$ cat config.mk
export PLATFORM = sky130hd
export DESIGN_NAME = ibs_status
export DESIGN_NICKNAME = d
export VERILOG_FILES = /design/src/ibs_pkg.sv /design/src/ibs_status.sv
export VERILOG_INCLUDE_DIRS = /design/src
export SDC_FILE = /design/constraint.sdc
export NUM_CORES = 1
export LEC_CHECK = 0
export BUFFER_PORTS_ARGS = -buffer_cell sky130_fd_sc_hd__buf_2
export CAP_MARGIN = 10
export CORE_AREA = 5 5 126 68
export DETAILED_ROUTE_END_ITERATION = 7
export DIE_AREA = 0 0 131 73
export GPL_TIMING_DRIVEN = 0
export PLACE_DENSITY_LB_ADDON = 0.1
export SKIP_LAST_GASP = 1
export SLEW_MARGIN = 20
export SYNTH_ARGS = -nofsm -noshare
export SYNTH_HDL_FRONTEND = slang
export SYNTH_SLANG_ARGS = --single-unit
$ cat constraint.sdc
create_clock -name hclk -period 3.75 [get_ports hclk]
set_input_delay 0.375 -clock hclk [delete_from_list [all_inputs] [get_ports hclk]]
set_output_delay 0.375 -clock hclk [all_outputs]
set_load 0.005 [all_outputs]
$ cat src/ibs_params.svh
`ifndef IBS_PARAMS_SVH
`define IBS_PARAMS_SVH

// register byte offsets
`define IBS_OFS_STATUS    8'h00
`define IBS_OFS_MODE      8'h04
`define IBS_OFS_RXDATA    8'h08
`define IBS_OFS_RXSHIFT   8'h0C
`define IBS_OFS_EVT       8'h10
`define IBS_OFS_MASK      8'h14

// field positions
`define IBS_BIT_BUSY      12
`define IBS_BIT_OVR       11
`define IBS_BIT_START_REQ 13
`define IBS_BIT_RUN       5
`define IBS_EVT_START     0
`define IBS_EVT_STOP      1
`define IBS_EVT_OVR       2
`define IBS_EVT_BYTE      3

// reset values
`define IBS_MASK_RST      4'h0
`define IBS_RUN_RST       1'b0

// timing: quarter of a 100 kHz bit period for the repeated start phases
`define IBS_CLK_PERIOD_NS 100
`define IBS_T_QTR_NS      2500
`define IBS_QTR_CYC       ((`IBS_T_QTR_NS + `IBS_CLK_PERIOD_NS - 1) / `IBS_CLK_PERIOD_NS)
`define IBS_BITS_BYTE     8

`endif

$ cat src/ibs_pkg.sv
package ibs_pkg;

	// repeated start generator phases
	typedef enum logic [2:0] {
		RS_IDLE,
		RS_REL_SDA,
		RS_SCL_HI,
		RS_SDA_LO,
		RS_SCL_LO
	} ibs_rs_e;

	// ahb-lite slave request group
	typedef struct packed {
		logic        hsel;
		logic [31:0] haddr;
		logic [1:0]  htrans;
		logic        hwrite;
		logic [2:0]  hsize;
		logic [31:0] hwdata;
		logic        hready;
	} ibs_ahb_req_s;

	// ahb-lite slave answer group
	typedef struct packed {
		logic        hreadyout;
		logic [31:0] hrdata;
		logic        hresp;
	} ibs_ahb_rsp_s;

	// two-wire pins, oe active low
	typedef struct packed {
		logic scl_o;
		logic scl_oe_n;
		logic sda_o;
		logic sda_oe_n;
	} ibs_pins_s;

	// whole state of the block
	typedef struct packed {
		logic        scl_s1;
		logic        scl_s2;
		logic        scl_q;
		logic        sda_s1;
		logic        sda_s2;
		logic        sda_q;
		logic        busy;
		logic        overrun;
		logic        data_full;
		logic        pending;
		logic        run;
		logic [7:0]  shift;
		logic [7:0]  data;
		logic [3:0]  bitcnt;
		logic [3:0]  evt;
		logic [3:0]  mask;
		logic [7:0]  div;
		ibs_rs_e     rs;
		logic        ph_wr;
		logic [7:0]  ph_addr;
		logic [31:0] rdata;
	} ibs_state_s;

endpackage : ibs_pkg

$ cat src/ibs_status.sv
`timescale 1ns/1ps
`include "ibs_params.svh"

// How it works
// - a start seen on the wires sets the bus activity flag
// - clock line low while module stopped also sets the bus activity flag
// - start request written together with the run bit while bus busy launches a repeated start
// - complete byte with unread data register sets overrun flag bit 11
// - during overrun the data register keeps the unread byte
// - during overrun incoming bits still shift into the shift register
// - reading the data register clears the overrun flag
// - processor reset or run bit cleared clears the overrun flag
// - a stop seen on the wires clears the bus activity flag
// - writing one to the bus activity flag clears it, zero does nothing
module ibs_status
	import ibs_pkg::*;
#(
	parameter int QTR_CYC = `IBS_QTR_CYC
)(
	input  wire logic          hclk,
	input  wire logic          hresetn,
	input  wire ibs_pkg::ibs_ahb_req_s ahb_req,
	output      ibs_pkg::ibs_ahb_rsp_s ahb_rsp,
	input  wire logic          scl_i,
	input  wire logic          sda_i,
	output      ibs_pkg::ibs_pins_s    pins,
	output      logic          irq
);
	import ibs_pkg::*;

	localparam int RS_WAIT = QTR_CYC + 1;

	ibs_state_s  r;
	ibs_state_s  n;
	logic        acc;
	logic        rd_data_now;
	logic        wr_stat;
	logic        wr_mode;
	logic        wr_evt;
	logic        wr_mask;
	logic        tick;
	logic        start_det;
	logic        stop_det;
	logic        scl_rise;
	logic        byte_done;
	logic [7:0]  new_byte;
	logic [3:0]  evt_set;
	logic [31:0] rv;

	//////////////////////////////////////////////////////////////////////////////
	// next state of the whole block
	always_comb
	begin
		n = r;
		rv = '0;
		evt_set = '0;
		byte_done = 1'b0;
		// two-flop synchronisers, the third stage is the edge reference
		n.scl_s1 = scl_i;
		n.scl_s2 = r.scl_s1;
		n.scl_q  = r.scl_s2;
		n.sda_s1 = sda_i;
		n.sda_s2 = r.sda_s1;
		n.sda_q  = r.sda_s2;
		// divider enable for repeated start phases
		tick  = (r.div == 8'(QTR_CYC - 1));
		n.div = tick ? 8'h00 : 8'(r.div + 8'h01);
		// bus address phase; zero wait so hready is always ours
		acc = ahb_req.hsel && ahb_req.hready && ahb_req.htrans[1];
		n.ph_wr = acc && ahb_req.hwrite;
		n.ph_addr = ahb_req.haddr[7:0];
		rd_data_now = acc && !ahb_req.hwrite && (ahb_req.haddr[7:0] == `IBS_OFS_RXDATA);
		wr_stat = r.ph_wr && (r.ph_addr == `IBS_OFS_STATUS);
		wr_mode = r.ph_wr && (r.ph_addr == `IBS_OFS_MODE);
		wr_evt  = r.ph_wr && (r.ph_addr == `IBS_OFS_EVT);
		wr_mask = r.ph_wr && (r.ph_addr == `IBS_OFS_MASK);
		// read mux sampled in the address phase, held for the data phase
		case (ahb_req.haddr[7:0])
			`IBS_OFS_STATUS:
			begin
				rv[`IBS_BIT_BUSY] = r.busy;
				rv[`IBS_BIT_OVR]  = r.overrun;
			end
			`IBS_OFS_MODE:
			begin
				rv[`IBS_BIT_RUN] = r.run;
				rv[`IBS_BIT_START_REQ] = (r.rs != RS_IDLE);
			end
			`IBS_OFS_RXDATA:  rv[7:0] = r.data;
			`IBS_OFS_RXSHIFT: rv[7:0] = r.shift;
			`IBS_OFS_EVT:     rv[3:0] = r.evt;
			`IBS_OFS_MASK:    rv[3:0] = r.mask;
			default:          rv = '0; // unmapped reads zero
		endcase
		if (acc && !ahb_req.hwrite)
			n.rdata = rv;
		// bus conditions, only while clock line high
		start_det = r.scl_s2 && r.scl_q && r.sda_q && !r.sda_s2;
		stop_det  = r.scl_s2 && r.scl_q && !r.sda_q && r.sda_s2;
		scl_rise  = r.scl_s2 && !r.scl_q;
		new_byte  = {r.shift[6:0], r.sda_s2};
		// bit counter: eight data bits then the acknowledge slot
		if (start_det)
			n.bitcnt = 4'h0;
		else if (scl_rise && r.run && r.busy)
		begin
			if (r.bitcnt == 4'(`IBS_BITS_BYTE))
				n.bitcnt = 4'h0;
			else
			begin
				n.shift  = new_byte;
				n.bitcnt = 4'(r.bitcnt + 4'h1);
				byte_done = (r.bitcnt == 4'(`IBS_BITS_BYTE - 1));
			end
		end
		// reading the data register frees it
		if (rd_data_now)
		begin
			n.overrun   = 1'b0;
			n.data_full = 1'b0;
		end
		// a held-back byte lands one cycle after the read
		if (r.pending && !r.data_full)
		begin
			n.data      = r.shift;
			n.data_full = 1'b1;
			n.pending   = 1'b0;
		end
		// a fresh byte either lands or is held back as overrun
		if (byte_done)
		begin
			evt_set[`IBS_EVT_BYTE] = 1'b1;
			if (r.data_full && !rd_data_now)
			begin
				n.overrun = 1'b1;
				n.pending = 1'b1;
				evt_set[`IBS_EVT_OVR] = 1'b1;
			end
			else
			begin
				n.data      = new_byte;
				n.data_full = 1'b1;
				n.pending   = 1'b0;
			end
		end
		// control writes; the start request self-clears into the generator
		if (wr_mode)
		begin
			n.run = ahb_req.hwdata[`IBS_BIT_RUN];
			if (ahb_req.hwdata[`IBS_BIT_START_REQ] && r.busy && (r.rs == RS_IDLE)
				&& ahb_req.hwdata[`IBS_BIT_RUN])
			begin
				n.rs  = RS_REL_SDA;
				n.div = 8'h00;
			end
		end
		// repeated start: release data, raise clock, pull data, pull clock
		// idle is left alone so a launch landing on a tick is not lost
		if (tick && (r.rs != RS_IDLE))
		begin
			case (r.rs)
				RS_IDLE:    n.rs = RS_IDLE;
				RS_REL_SDA: n.rs = RS_SCL_HI;
				RS_SCL_HI:  n.rs = r.scl_s2 ? RS_SDA_LO : RS_SCL_HI; // waits out stretching
				RS_SDA_LO:  n.rs = RS_SCL_LO;
				RS_SCL_LO:  n.rs = RS_IDLE;
				default:    n.rs = RS_IDLE;
			endcase
		end
		// module held in reset while the run bit is low, from the clearing write on
		if (!n.run)
		begin
			n.overrun   = 1'b0;
			n.data_full = 1'b0;
			n.pending   = 1'b0;
			n.bitcnt    = 4'h0;
			n.rs        = RS_IDLE;
		end
		// bus activity flag: every set is applied last so it beats a clear
		if (wr_stat && ahb_req.hwdata[`IBS_BIT_BUSY])
			n.busy = 1'b0;
		if (stop_det)
			n.busy = 1'b0;
		if (!r.run)
			n.busy = 1'b0;
		if (start_det)
			n.busy = 1'b1;
		if (!r.run && !r.scl_s2)
			n.busy = 1'b1;
		// sticky events, write one to clear, a new event wins
		evt_set[`IBS_EVT_START] = start_det;
		evt_set[`IBS_EVT_STOP]  = stop_det;
		if (wr_evt)
			n.evt = r.evt & ~ahb_req.hwdata[3:0];
		n.evt = n.evt | evt_set;
		if (wr_mask)
			n.mask = ahb_req.hwdata[3:0];
	end

	//////////////////////////////////////////////////////////////////////////////
	// state register; wires idle high so synchronisers reset high
	always_ff @(posedge hclk or negedge hresetn)
	begin
		if (!hresetn)
		begin
			r         <= '0;
			r.scl_s1  <= 1'b1;
			r.scl_s2  <= 1'b1;
			r.scl_q   <= 1'b1;
			r.sda_s1  <= 1'b1;
			r.sda_s2  <= 1'b1;
			r.sda_q   <= 1'b1;
			r.mask    <= `IBS_MASK_RST;
			r.run     <= `IBS_RUN_RST;
			r.rs      <= RS_IDLE;
		end
		else
			r <= n;
	end

	//////////////////////////////////////////////////////////////////////////////
	// outputs: the pins never drive high, only pull low or release
	assign ahb_rsp.hreadyout = 1'b1;
	assign ahb_rsp.hresp     = 1'b0;
	assign ahb_rsp.hrdata    = r.rdata;
	assign pins.scl_o    = 1'b0;
	assign pins.sda_o    = 1'b0;
	assign pins.scl_oe_n = !((r.rs == RS_REL_SDA) || (r.rs == RS_SCL_LO));
	assign pins.sda_oe_n = !((r.rs == RS_SDA_LO) || (r.rs == RS_SCL_LO));
	assign irq = |(r.evt & r.mask); // level while an unmasked event stands
endmodule : ibs_status

==> flow_summary.yaml <==
timing:
  report.final.setup_viol: 0
  setup_tns_ns: 0
  min_period_ns: 2.07
  hold_violations: 0
  whs_ns: 0.136
  slew_viol_final: 0
  clock_skew_ns: 0.00448
  fmax_ghz: 0.482
  finalCritPeriodShare_pct: 55.3
  maxSlewHeadroom_pct: 34.8
  tightest_slew_ns: 0.972
  grt_setup_unrepaired: "false"
placed_design:
  placed_cell_area_um2: 3900
  dp.cells: 465
  place_congestion: 0.814
  port_buffers: 36
  dpl.hpwl_um: 5430
cells_and_area:
  final_common_cell: "dfrtp_1"
  final_cell_area_um2: 4220
  num-nets-final: 457
  area_growth_pct: 20.9
  diodes: 0
  finalNonFillerCells: 482
  drive_above_1_share_pct: 34.8
  layout_common_cells: "dfrtp_1, buf_4, buf_2, mux2_2, conb_1"
  n_fill_cell: 657
  fin_util_pct: 56.0
die:
  die_h_um: 73
  dieArea_um2: 9560
  rows: 23
  start_util_pct: 46.3
  core_um2: 7540
  fp.dieW_um: 131
  ioPinCount: 115
synthesis:
  synth_cell_types: 50
  synth_fa_ha_area_share_pct: 1.43
  syn_area_per_cell_um2: 11.4
  synth_cells: 305
  yosysTopAreaCellShare_pct: 45.9
  seq_area_frac_synth_pct: 50.4
  yosysWarnings: 0
  synth_xor_area_share_pct: 1.76
  synth_flop_cell: "dfrtp_1"
  synth-compound-area-share_pct: 9.04
  yosysTopAreaCell: "dfrtp_1"
  synth.cell_area_um2: 3490
  yosys-top-cells-area: "dfrtp_1, mux2_2, buf_4"
  ys_seq_elements: 70
  synth-edff-count: 0
  synth.mux.area_fraction_pct: 13.1
  synthSimpleGateAreaFrac_pct: 14.3
  async_flop_share_pct: 100
  synth_top_family_by_area: "simple AND/OR/NAND/NOR gates"
cts:
  ctsResizeCount: 0
  ctsHoldBuffers: 1
  cts_buffer_depth: 2
  cts_tree: "built"
  h-tree-depth: 3
  cts_setup_buffers: 0
  cts_root_buffer: "clkbuf_16"
  clkLatencyLatePin_ns: 0.34
  path_clk_slew_ns: 0.05
  cts_buffers: 9
  clkSinkCount: 70
pwr:
  ir_worst_vdd_mv: 0.429
  p_per_area_nw_per_um2: 473
  power.leakage_nw: 2.06
routing:
  first_pass_iters: 4
  ant_nets: 0
  via_per_inst: 4.91
  post_drt_wl_per_cell_um: 15.3
  drt_iter0_drc: 122
  vias: 2367
  drc: 0
  finalWirelength_um: 7360
critical_path:
  ff2ff_path_depth: 6
  r2r-start: "n[88]"
  arrival_ns: 2.29
  critical-path-top-delay-family: "flip-flops"
  slowest_delay_ns: 0.59
  r2r_setup_slack_ns: 1.68
  worst-path-stages: 6
  required_ns: 3.97
  worst-path-buf-inv: 2
  path_class: "reg -> reg"
  r2r_end: "r[71]"
  critPathLaunchType: "register"
  path_max_fanout: 8
  cp_slowest_cell: "dfstp_2"
  crit_chain: "and4b_1 > clkbuf_2 > and4b_2 > clkbuf_1 > o21ai_4 > mux2_2"
  end_kind: "register"
hold_path:
  hold_end: "n[86]"
  hold_path_class: "in -> reg"
  worstHoldStart: "sda_i"
  hold_depth: 1
status:
  status: "finished, final reports clean"
global_routing:
  grt.total_usage_pct: 17.0
  antenna_found_initial: 0
  first_global_vias: 2239
  grt_max_degree: 44
  grt_first_pass_wirelength_um: 11900
  grt_overflow: 0
job:
  drv_cap: 0
==> metrics by stage <==
step / worst slack (ns) / total power, mW
after floorplan: 1.89 / 1.07
after global routing: 1.54 / 2.10
after global placement: 1.56 / 1.15
final: 1.68 / 2.00
after CTS: 1.50 / 2.02
after detailed placement: 1.52 / 1.16
==> cells by family after synthesis <==
kind of cell | after synthesis
AOI/OAI and AO/OA | 44
xor gates and xnor gates | 7
adders and majority gates | 4
buffers and inverters | 51
DFF | 70
muxes | 42
other | 2
and+or+nand+nor | 85
==> power breakdown <==
part	switching [mW]	internal [mW]	total, mW
sequential	0.0814	0.831	0.912
clock	0.315	0.529	0.844
combinational	0.118	0.122	0.240
==> worst reg2reg max path, stage by stage, from the launching register on <==
cell and delay (ns):
dfstp_2 0.59, and4b_1 0.21, clkbuf_2 0.17, and4b_2 0.22
clkbuf_1 0.28, o21ai_4 0.18, mux2_2 0.31
==> sequential cells by signal (all words and copies together), names as in the netlist <==
| register | count |
|---|---|
| ahb_rsp | 11 |
| n | 4 |
| r | 48 |
| new_byte | 7 |
==> final cells by class <==
| class | count | area (um^2) | share of cell area (%) |
|---|---|---|---|
| sequential | 70 | 1760 | 41.7 |
| multi-input combinational | 207 | 1480 | 35.1 |
| buffer | 44 | 313 | 7.41 |
| clock buffer | 10 | 239 | 5.66 |
| timing repair buffer | 38 | 213 | 5.04 |
| tap | 100 | 125 | 2.97 |
| clock inverter | 6 | 61.3 | 1.45 |
| inverter | 7 | 26.3 | 0.623 |
==> synth_stat cells (2+ instances only) <==
cell and n:
a211oi_1 3, a21o_1 3, a21oi_1 6, a22o_1 5
a22oi_1 2, a31oi_1 2, a32o_1 3, and3_1 4
and4b_1 3, buf_4 36, clkbuf_1 5, conb_1 2
dfrtp_1 64, dfstp_2 6, ha_1 4, inv_1 7
mux2_2 29, mux2i_1 13, nand2_1 16, nand2b_1 5
nand3_1 10, nand4_1 2, nand4b_1 6, nor2_1 14
nor3_1 11, nor4_1 3, nor4b_1 3, o21a_1 2
o21ai_0 6, o21ai_1 2, o22ai_1 4, xor2_1 6
==> metal layers <==
layer / GRT usage, % / routed length (um) / up-vias
li1: - / - / 1191
met1: 26.8 / 4030 / 1113
met2: 20.7 / 2740 / 55
met3: 7.02 / 508 / 8
met4: 4.45 / 72 / 0
met5: 0 / 0 / -
==> how the worst max path moves through the flow <==
stage	endpoint	slack, ns	start
floorplan	r[64]	1.89	ahb_req[39]
global placement	r[48]	1.56	r[37]
detailed placement	r[52]	1.52	r[37]
CTS	r[54]	1.50	r[37]
global route	r[64]	1.54	n[88]
finish	r[71]	1.68	n[88]
Power figures use the tool's default switching activity.
